## src/verilog/buck_regs_params.svh

```systemverilog
// constants for the buck channel one set-point register bank
`ifndef BUCK_REGS_PARAMS_SVH
`define BUCK_REGS_PARAMS_SVH

// register addresses
`define ADDR_NORMAL_SETPOINT  8'h20
`define ADDR_STANDBY_SETPOINT 8'h21
`define ADDR_SLEEP_SETPOINT   8'h22
`define ADDR_SWITCHING_MODE   8'h23
`define ADDR_REGULATOR_CONFIG 8'h24

// reset values
`define RST_SETPOINT          6'h00
`define RST_SWITCHING_MODE    4'h0
`define RST_SLEEP_BEHAVIOUR   1'b0
`define RST_CONFIG            8'h00

// field positions
`define SETPOINT_MSB          5
`define MODE_FIELD_MSB        3
`define SLEEP_BEHAVIOUR_BIT   5
`define ILIM_BIT              0
`define SPARE_BIT             1
`define FREQ_LSB              2
`define PHASE_LSB             4
`define SPEED_LSB             6

// voltage coding in millivolts
`define VOUT_BASE_MV          11'h12C
`define VOUT_STEP_MV          11'h019
`define LOWEST_SUPPORTED_CODE 6'h0D

// timing: base voltage step interval and the clock period
`define CLK_PERIOD_PS         4000
`define STEP_BASE_NS          2000
`define STEP_BASE_CYC         ((`STEP_BASE_NS * 1000) / `CLK_PERIOD_PS)

`endif

```

## src/verilog/buck_regs_pkg.sv

```systemverilog
// types shared by the buck channel one set-point register bank
package buck_regs_pkg;

  // operating mode reported by the power-state logic
  typedef enum logic [1:0] {
    OPMODE_NORMAL  = 2'h0,
    OPMODE_STANDBY = 2'h1,
    OPMODE_SLEEP   = 2'h2,
    OPMODE_SPARE   = 2'h3
  } op_mode_e;

  // voltage stepper state, one-hot
  typedef enum logic [1:0] {
    STEP_IDLE = 2'b01,
    STEP_RAMP = 2'b10
  } step_state_e;

  typedef logic [5:0] setpoint_t;

endpackage : buck_regs_pkg

```

## src/verilog/buck_setpoint_regs.sv

```systemverilog
// register bank and set-point control for buck channel one
//
// What this block does
// - code n targets 300 mV plus n times 25
// - apply set point matching current operating mode
// - normal code in bits 5:0 at 0x20
// - standby code in bits 5:0 at 0x21
// - sleep code in bits 5:0 at 0x22
// - switching mode selector in bits 3:0 at 0x23
// - bit 5 selects sleep off or pulse-frequency
// - config bit 0 selects low current limit
// - config bits 3:2 select switching frequency
// - config bits 5:4 select clock phase
// - config bits 7:6 select voltage step speed
// - frequency codes 1, 2, 4 MHz, 11 reserved
// - phase codes 0, 90, 180, 270 degrees
// - step 25 mV every 2/4/8/16 us
`timescale 1ns/100ps
`include "buck_regs_params.svh"

module buck_setpoint_regs
  import buck_regs_pkg::*;
(
  // clock and reset
  input  wire logic        CLK,
  input  wire logic        RSTN,
  // register port from the two-wire control interface
  input  wire logic [7:0]  REG_ADDR,
  input  wire logic        REG_WR,
  input  wire logic [7:0]  REG_WDATA,
  input  wire logic        REG_RD,
  output logic      [7:0]  REG_RDATA,
  // operating mode from the power-state logic
  input  wire logic [1:0]  OP_MODE,
  // controls toward the regulator
  output logic      [5:0]  VOUT_CODE,
  output logic      [10:0] VOUT_MV,
  output logic             RAMP_BUSY,
  output logic             REG_ENABLE,
  output logic             PFM_FORCE,
  output logic      [3:0]  SW_MODE,
  output logic             ILIM_LOW,
  output logic      [1:0]  FREQ_SEL,
  output logic      [12:0] FREQ_KHZ,
  output logic             FREQ_RESERVED,
  output logic      [1:0]  PHASE_SEL,
  output logic      [8:0]  PHASE_DEG,
  output logic             SETPOINT_UNSUPPORTED
);

  setpoint_t   normal_q, normal_d;
  setpoint_t   standby_q, standby_d;
  setpoint_t   sleep_q, sleep_d;
  logic [3:0]  mode_q, mode_d;
  logic        sleep_beh_q, sleep_beh_d;
  logic [7:0]  config_q, config_d;
  logic [7:0]  rdata_q, rdata_d;
  setpoint_t   target_q, target_d;
  logic        enable_q, enable_d;
  logic        pfm_q, pfm_d;
  logic [10:0] mv_q, mv_d;
  logic        unsup_q, unsup_d;
  logic [12:0] khz_q, khz_d;
  logic [8:0]  deg_q, deg_d;
  logic        res_q, res_d;
  logic        stepping;
  setpoint_t   applied;

  function automatic logic [10:0] code_to_mv(input setpoint_t c);
    code_to_mv = `VOUT_BASE_MV + 11'(c) * `VOUT_STEP_MV;
  endfunction : code_to_mv

  function automatic logic [12:0] freq_to_khz(input logic [1:0] f);
    unique case (f)
      2'h0:    freq_to_khz = 13'h03E8;
      2'h1:    freq_to_khz = 13'h07D0;
      2'h2:    freq_to_khz = 13'h0FA0;
      default: freq_to_khz = 13'h0000;
    endcase
  endfunction : freq_to_khz

  function automatic logic [8:0] phase_to_deg(input logic [1:0] p);
    unique case (p)
      2'h0:    phase_to_deg = 9'h000;
      2'h1:    phase_to_deg = 9'h05A;
      2'h2:    phase_to_deg = 9'h0B4;
      default: phase_to_deg = 9'h10E;
    endcase
  endfunction : phase_to_deg

  // register writes and reads
  always_comb begin
    normal_d    = normal_q;
    standby_d   = standby_q;
    sleep_d     = sleep_q;
    mode_d      = mode_q;
    sleep_beh_d = sleep_beh_q;
    config_d    = config_q;
    rdata_d     = rdata_q;
    if (REG_WR) begin
      unique case (REG_ADDR)
        `ADDR_NORMAL_SETPOINT:  normal_d  = REG_WDATA[`SETPOINT_MSB:0];
        `ADDR_STANDBY_SETPOINT: standby_d = REG_WDATA[`SETPOINT_MSB:0];
        `ADDR_SLEEP_SETPOINT:   sleep_d   = REG_WDATA[`SETPOINT_MSB:0];
        `ADDR_SWITCHING_MODE: begin
          mode_d      = REG_WDATA[`MODE_FIELD_MSB:0];
          sleep_beh_d = REG_WDATA[`SLEEP_BEHAVIOUR_BIT];
        end
        `ADDR_REGULATOR_CONFIG: config_d = REG_WDATA;
        default: ;
      endcase
    end
    // read data is held until the next read; unused bits fill with zero, except spare config bit 1, which reads back as written
    if (REG_RD) begin
      unique case (REG_ADDR)
        `ADDR_NORMAL_SETPOINT:  rdata_d = {2'b00, normal_q};
        `ADDR_STANDBY_SETPOINT: rdata_d = {2'b00, standby_q};
        `ADDR_SLEEP_SETPOINT:   rdata_d = {2'b00, sleep_q};
        `ADDR_SWITCHING_MODE:   rdata_d = {2'b00, sleep_beh_q, 1'b0, mode_q};
        `ADDR_REGULATOR_CONFIG: rdata_d = config_q;
        default:                rdata_d = 8'h00;
      endcase
    end
  end

  // regulator-facing controls, all registered
  always_comb begin
    unique case (OP_MODE)
      OPMODE_STANDBY: target_d = standby_q;
      OPMODE_SLEEP:   target_d = sleep_q;
      default:        target_d = normal_q;
    endcase
    // sleep either shuts the channel off or forces pulse-frequency mode
    enable_d = !((OP_MODE == OPMODE_SLEEP) && !sleep_beh_q);
    pfm_d    = (OP_MODE == OPMODE_SLEEP) && sleep_beh_q;
    mv_d     = code_to_mv(applied);
    // hardware only flags the host slip; it still applies the code
    unsup_d  = (target_q < `LOWEST_SUPPORTED_CODE);
    khz_d    = freq_to_khz(config_q[`FREQ_LSB +: 2]);
    deg_d    = phase_to_deg(config_q[`PHASE_LSB +: 2]);
    res_d    = (config_q[`FREQ_LSB +: 2] == 2'h3);
  end

  always_ff @(posedge CLK or negedge RSTN) begin
    if (!RSTN) begin
      normal_q    <= `RST_SETPOINT;
      standby_q   <= `RST_SETPOINT;
      sleep_q     <= `RST_SETPOINT;
      mode_q      <= `RST_SWITCHING_MODE;
      sleep_beh_q <= `RST_SLEEP_BEHAVIOUR;
      config_q    <= `RST_CONFIG;
      rdata_q     <= 8'h00;
      target_q    <= `RST_SETPOINT;
      enable_q    <= 1'b1;
      pfm_q       <= 1'b0;
      mv_q        <= `VOUT_BASE_MV;
      unsup_q     <= 1'b1;
      khz_q       <= 13'h03E8;
      deg_q       <= 9'h000;
      res_q       <= 1'b0;
    end else begin
      normal_q    <= normal_d;
      standby_q   <= standby_d;
      sleep_q     <= sleep_d;
      mode_q      <= mode_d;
      sleep_beh_q <= sleep_beh_d;
      config_q    <= config_d;
      rdata_q     <= rdata_d;
      target_q    <= target_d;
      enable_q    <= enable_d;
      pfm_q       <= pfm_d;
      mv_q        <= mv_d;
      unsup_q     <= unsup_d;
      khz_q       <= khz_d;
      deg_q       <= deg_d;
      res_q       <= res_d;
    end
  end

  voltage_stepper #(
    .BASE_CYC (12'(`STEP_BASE_CYC))
  ) u_stepper (
    .clk    (CLK),
    .rst_n  (RSTN),
    .target (target_q),
    .speed  (config_q[`SPEED_LSB +: 2]),
    .busy   (stepping),
    .code   (applied)
  );

  assign REG_RDATA            = rdata_q;
  assign VOUT_CODE            = applied;
  assign VOUT_MV              = mv_q;
  assign RAMP_BUSY            = stepping;
  assign REG_ENABLE           = enable_q;
  assign PFM_FORCE            = pfm_q;
  assign SW_MODE              = mode_q;
  assign ILIM_LOW             = config_q[`ILIM_BIT];
  assign FREQ_SEL             = config_q[`FREQ_LSB +: 2];
  assign FREQ_KHZ             = khz_q;
  assign FREQ_RESERVED        = res_q;
  assign PHASE_SEL            = config_q[`PHASE_LSB +: 2];
  assign PHASE_DEG            = deg_q;
  assign SETPOINT_UNSUPPORTED = unsup_q;

  a_read_normal: assert property (@(posedge CLK) disable iff (!RSTN)
    REG_RD && (REG_ADDR == `ADDR_NORMAL_SETPOINT) |=> REG_RDATA == {2'b00, $past(normal_q)})
    else $error("normal set-point readback wrong");

  a_unused_zero: assert property (@(posedge CLK) disable iff (!RSTN)
    REG_RD && (REG_ADDR != `ADDR_REGULATOR_CONFIG) |=> REG_RDATA[7:6] == 2'b00)
    else $error("unused bits did not read zero");

  a_mode_readback: assert property (@(posedge CLK) disable iff (!RSTN)
    REG_WR && (REG_ADDR == `ADDR_SWITCHING_MODE) ##1 REG_RD && !REG_WR &&
    (REG_ADDR == `ADDR_SWITCHING_MODE) |=> REG_RDATA == ($past(REG_WDATA, 2) & 8'h2F))
    else $error("mode register readback wrong");

  a_config_write: assert property (@(posedge CLK) disable iff (!RSTN)
    REG_WR && (REG_ADDR == `ADDR_REGULATOR_CONFIG) |=>
    (FREQ_SEL == $past(REG_WDATA[3:2])) && (ILIM_LOW == $past(REG_WDATA[0])))
    else $error("config write not applied");

  a_mode_select: assert property (@(posedge CLK) disable iff (!RSTN)
    (OP_MODE == OPMODE_STANDBY) && !REG_WR |=> target_q == $past(standby_q))
    else $error("standby set point not selected");

  a_sleep_off: assert property (@(posedge CLK) disable iff (!RSTN)
    (OP_MODE == OPMODE_SLEEP) && !sleep_beh_q |=> !REG_ENABLE && !PFM_FORCE)
    else $error("channel not off in sleep");

  a_mv_scale: assert property (@(posedge CLK) disable iff (!RSTN)
    1'b1 |=> VOUT_MV == 11'h12C + 11'($past(applied)) * 11'h019)
    else $error("millivolt target wrong");

  a_freq_decode: assert property (@(posedge CLK) disable iff (!RSTN)
    $past(FREQ_SEL) == 2'h2 |-> FREQ_KHZ == 13'h0FA0)
    else $error("4 MHz code not decoded");

  a_phase_decode: assert property (@(posedge CLK) disable iff (!RSTN)
    $past(PHASE_SEL) == 2'h3 |-> PHASE_DEG == 9'h10E)
    else $error("270 degree code not decoded");

  c_sleep_pfm: cover property (@(posedge CLK) disable iff (!RSTN) PFM_FORCE);

  c_reserved_freq: cover property (@(posedge CLK) disable iff (!RSTN) FREQ_RESERVED);

  c_mode_change: cover property (@(posedge CLK) disable iff (!RSTN)
    (OP_MODE == OPMODE_NORMAL) ##1 (OP_MODE == OPMODE_STANDBY));

endmodule : buck_setpoint_regs

```

## src/verilog/voltage_stepper.sv

```systemverilog
// moves the applied set-point code one step at a time toward its target
`timescale 1ns/100ps
`include "buck_regs_params.svh"

module voltage_stepper
  import buck_regs_pkg::*;
#(
  parameter logic [11:0] BASE_CYC = 12'(`STEP_BASE_CYC)
) (
  input  wire logic      clk,
  input  wire logic      rst_n,
  input  wire setpoint_t target,
  input  wire logic [1:0] speed,
  output logic           busy,
  output setpoint_t      code
);

  step_state_e state_q, state_d;
  logic [11:0] cnt_q, cnt_d;
  setpoint_t   code_q, code_d;
  logic [11:0] period;

  // speed codes double the interval: base, 2x, 4x, 8x
  assign period = BASE_CYC << speed;

  always_comb begin
    state_d = state_q;
    cnt_d   = cnt_q;
    code_d  = code_q;
    unique case (state_q)
      STEP_IDLE: begin
        cnt_d = 12'h000;
        if (target != code_q) begin
          state_d = STEP_RAMP;
        end
      end
      STEP_RAMP: begin
        if (target == code_q) begin
          state_d = STEP_IDLE;
          cnt_d   = 12'h000;
        end else if (cnt_q == period - 12'h001) begin
          // one 25 mV step per interval
          cnt_d  = 12'h000;
          code_d = (target > code_q) ? code_q + 6'h01 : code_q - 6'h01;
        end else begin
          cnt_d = cnt_q + 12'h001;
        end
      end
      default: begin
        state_d = STEP_IDLE;
        cnt_d   = 12'h000;
      end
    endcase
  end

  always_ff @(posedge clk or negedge rst_n) begin
    if (!rst_n) begin
      state_q <= STEP_IDLE;
      cnt_q   <= 12'h000;
      code_q  <= `RST_SETPOINT;
    end else begin
      state_q <= state_d;
      cnt_q   <= cnt_d;
      code_q  <= code_d;
    end
  end

  assign code = code_q;
  // the one-hot ramp bit keeps busy a plain flop output with no decode behind it
  assign busy = state_q[1];

  a_step_single: assert property (@(posedge clk) disable iff (!rst_n)
    $changed(code_q) |-> (code_q == $past(code_q) + 6'h01) || (code_q == $past(code_q) - 6'h01))
    else $error("applied code moved by more than one step");

  a_step_spacing: assert property (@(posedge clk) disable iff (!rst_n)
    $changed(code_q) |-> $past(cnt_q) == $past(period) - 12'h001)
    else $error("step taken before its interval elapsed");

  a_step_hold: assert property (@(posedge clk) disable iff (!rst_n)
    (code_q == target) && $stable(target) |=> $stable(code_q))
    else $error("applied code moved while at target");

  c_ramp_up: cover property (@(posedge clk) disable iff (!rst_n)
    busy && (target > code_q) ##1 $changed(code_q));

  c_ramp_slow: cover property (@(posedge clk) disable iff (!rst_n)
    (speed == 2'h3) && $changed(code_q));

endmodule : voltage_stepper

```

## config.mk

```make
export PLATFORM = sky130hd
export DESIGN_NAME = buck_setpoint_regs
export DESIGN_NICKNAME = d
export VERILOG_FILES = /design/src/verilog/buck_regs_pkg.sv /design/src/verilog/buck_setpoint_regs.sv /design/src/verilog/voltage_stepper.sv
export VERILOG_INCLUDE_DIRS = /design/src /design/src/verilog
export SDC_FILE = /design/constraint.sdc
export NUM_CORES = 1
export LEC_CHECK = 0
export ABC_AREA = 0
export BUFFER_PORTS_ARGS = -buffer_cell sky130_fd_sc_hd__buf_2
export CAP_MARGIN = 20
export CORE_MARGIN = 1.5
export CORE_UTILIZATION = 40
export DETAILED_ROUTE_END_ITERATION = 7
export PLACE_DENSITY = 0.61
export SYNTH_ARGS = -nofsm -noshare
export SYNTH_HDL_FRONTEND = slang
export SYNTH_SLANG_ARGS = --single-unit
export TNS_END_PERCENT = 10
```

## constraint.sdc

```tcl
create_clock -name CLK -period 3.88 [get_ports CLK]
set_input_delay 0.776 -clock CLK [delete_from_list [all_inputs] [get_ports CLK]]
set_output_delay 0.776 -clock CLK [all_outputs]
set_load 0.005 [all_outputs]
```

==> flow_summary.yaml <==
global_routing:
  grt_pass1_wl_um: 16100
  grt_antenna_before_repair: 0
  grt_start_max_net_pins: 38
  grt_pass1_vias: 3236
  overflow: 0
  track_usage_pct: 16.2
synth:
  syn_area_um2: 4870
  synth_xor_area_share_pct: 5.01
  post_synth_num_cell_types: 53
  synth_compound_area_share_pct: 7.33
  postSynthCellCount: 411
  synth_warnings: 0
  synthAdderAreaFrac_pct: 14.5
  seq_area_frac_synth_pct: 48.1
  synthTopCellsByArea: "dfrtp_1 (42%), ha_1 (13%), mux2_2 (7.2%)"
  synth_edf_count: 0
  synth_largest_area_cell: "dfrtp_1"
  synth.mux.area_fraction_pct: 9.69
  synth_top_family_by_area: "adder cells"
  synth_seq_cells: 93
  synth-simple-area-share_pct: 9.49
  ys_top_cells_by_count: "dfrtp_1 (82), ha_1 (50), inv_1 (36), mux2_2 (31), nor2_1 (24)"
  avgSynthCellArea_um2: 11.8
  synth_most_common_cell: "dfrtp_1"
  synthFlopType: "dfrtp_1"
  synth_top_area_share_pct: 42.2
  ys_async_sr_fraction_pct: 100
final_layout:
  final_nets: 559
  drive_above_1_share_pct: 31.1
  insertedDiodeCount: 0
  areaGrowthSynthToFinish_pct: 15.0
  stdcell_count: 635
  fill_cells: 1109
sta:
  post-route-period-util_pct: 84.8
  maxSlewHeadroom_pct: 59.9
  setup_viol: 0
  finalMaxSlewViolations: 0
  tightest_slew_ns: 0.599
  finalHoldViolCount: 0
  rsz0062_at_grt: "no"
  min_period_ns: 3.29
  final.setup.tns_ns: 0
  worst_clock_skew_ns: 0.00800
  timing.fmax_mhz: 304
worst_setup_path:
  endpoint_kind: "register"
  slowest_delay_ns: 0.55
  cp_data_required_time_ns: 4.10
  critPathMaxFanout: 7
  crit_chain: "inv_1 > ha_1 > a21oi_1 > a21boi_0 > o31ai_2 > ha_1 > a211oi_1 > o21bai_1 > a21oi_1 > xnor2_1 > nand2_4 > xnor2_2"
  arrival_ns: 3.51
  worstSetupStartpointType: "register"
  crit_slowest_cell: "o31ai_2"
  crit_type: "reg -> reg"
run_status:
  outcome: "completed"
hold_path:
  min_path_type: "in -> async"
clock_network:
  tritoncts: "done"
  hold_buffers: 0
  cts-root-buf: "clkbuf_16"
  clk_latency_ns: 0.34
  htree_levels: 3
  cts_made_buffers: 9
  cts_sinks: 93
  clockBufferDepth: 2
  clk_pin_slew_ns: 0.06
floorplanning:
  rows: 40
  start_util_pct: 40.7
  core-area_um2: 12000
  die-area_um2: 12800
  io_pins: 83
  fp.dieH_um: 113
  chipWidth_um: 113
power_and_ir_drop:
  p_total_w: 0.00203
  power_density_nw_per_um2: 363
  leakagePower_nw: 2.90
  irDropWorstVdd_uv: 228
route:
  drtPass1Iterations: 4
  vias_per_cell: 4.94
  first_iter_violations: 65
  num_vias: 3138
  wire_per_inst_um: 14.9
  ant_nets: 0
  wl_um: 9440
  drc: 0
placement:
  dp_hpwl_um: 7090
  dp_cells: 619
  place.gp.congestion: 0.792
  port_buffers: 77
job:
  drv_cap: 0
sequential cells by signal (all words and copies together) (netlist names):
signal / cells
FREQ_KHZ: 7
sleep_q: 6
normal_q: 6
VOUT_MV: 11
target_q: 6
u_stepper.state_q: 2
config_q: 8
REG_RDATA: 8
PFM_FORCE: 1
SW_MODE: 4
PHASE_DEG: 6
standby_q: 6
SETPOINT_UNSUPPORTED: 1
u_stepper.code: 6
sleep_beh_q: 1
FREQ_RESERVED: 1
u_stepper.cnt_q: 12
REG_ENABLE: 1
cell families (layout without fill, tap and decap cells):
| family | after synthesis | after routing |
|---|---|---|
| and+or+nand+nor | 85 | 85 |
| buffers and inverters | 58 | 131 |
| AOI/OAI and AO/OA | 56 | 56 |
| DFF | 93 | 93 |
| adders and majority gates | 54 | 54 |
| xor gates and xnor gates | 27 | 27 |
| other | 1 | 5 |
| muxes | 37 | 37 |
metal layers:
metal,vias up,wire length [um],global-route usage [%]
li1,1535,-,-
met1,1535,4280,20.7
met2,53,4680,26.8
met3,15,283,3.80
met4,0,191,5.92
met5,-,0,0
cell type report:
cell class	count	area, um^2	share of cell area [%]
Tap cell	147	184	3.29
Sequential cell	93	2340	41.8
Clock buffer	12	246	4.40
Clock inverter	4	23.8	0.425
Inverter	36	135	2.41
Multi-Input combinational cell	264	2260	40.4
Timing Repair Buffer	79	403	7.20
worst paths after layout:
path / start / to / slack, ns / cells after the start
worst max-delay path: u_stepper.code[4] / u_stepper.code[5] / 0.59 / 12
worst min-delay path: RSTN / u_stepper.cnt_q[6] / 0.36 / 1
worst max register to register: u_stepper.code[4] / u_stepper.code[5] / 0.59 / 12
worst min register to register: target_q[4] / SETPOINT_UNSUPPORTED / 0.42 / 1
max in group asynchronous: RSTN / u_stepper.state_q[0] / 2.68 / 2
min in group CLK: target_q[4] / SETPOINT_UNSUPPORTED / 0.42 / 1
cell usage in the layout (no fill, tap or decap), types with 4 or more instances in the layout:
cell type and n:
dfrtp_1 82, buf_2 76, ha_1 50, inv_1 36
mux2_2 31, nor2_1 24, nand2_1 19, o21ai_0 14
xnor2_1 14, a21oi_1 13, xor2_1 12, dfstp_2 11
clkbuf_16 9, a22oi_1 8, nand3_1 8, and3_1 8
o22ai_1 5, mux4_2 5, conb_1 5, fa_1 4
worst max-delay path, delay by kind of cell (launching register included):
family	cells	cell delay (ns)
xor+xnor	2	0.33
flops	1	0.48
compound gates	6	1.44
buf+inv	1	0.15
fa+ha+maj	2	0.71
simple gates	1	0.08
through the flow:
step	util, %	hold WS [ns]	worst slack (ns)	cell area, um^2
floorplan	-	0.376	0.757	4880
global placement	44.5	0.408	0.503	5320
detailed placement	44.5	0.410	0.312	5320
CTS	46.7	0.363	0.310	5590
global route	46.8	0.385	0.250	5600
finish	46.8	0.359	0.591	5600
what timing repair did:
action,4_1_cts,5_1_grt
setup endpoints to repair,0,1
hold endpoints to repair,0,0
resized for setup,0,1
buffers inserted,0,0
power by group:
part           switching [W]  internal (W)
clock               0.000365      0.000451
sequential         0.0000249       0.00101
combinational       0.000102     0.0000765
total               0.000491       0.00154
(Power assumes the default switching activity.)
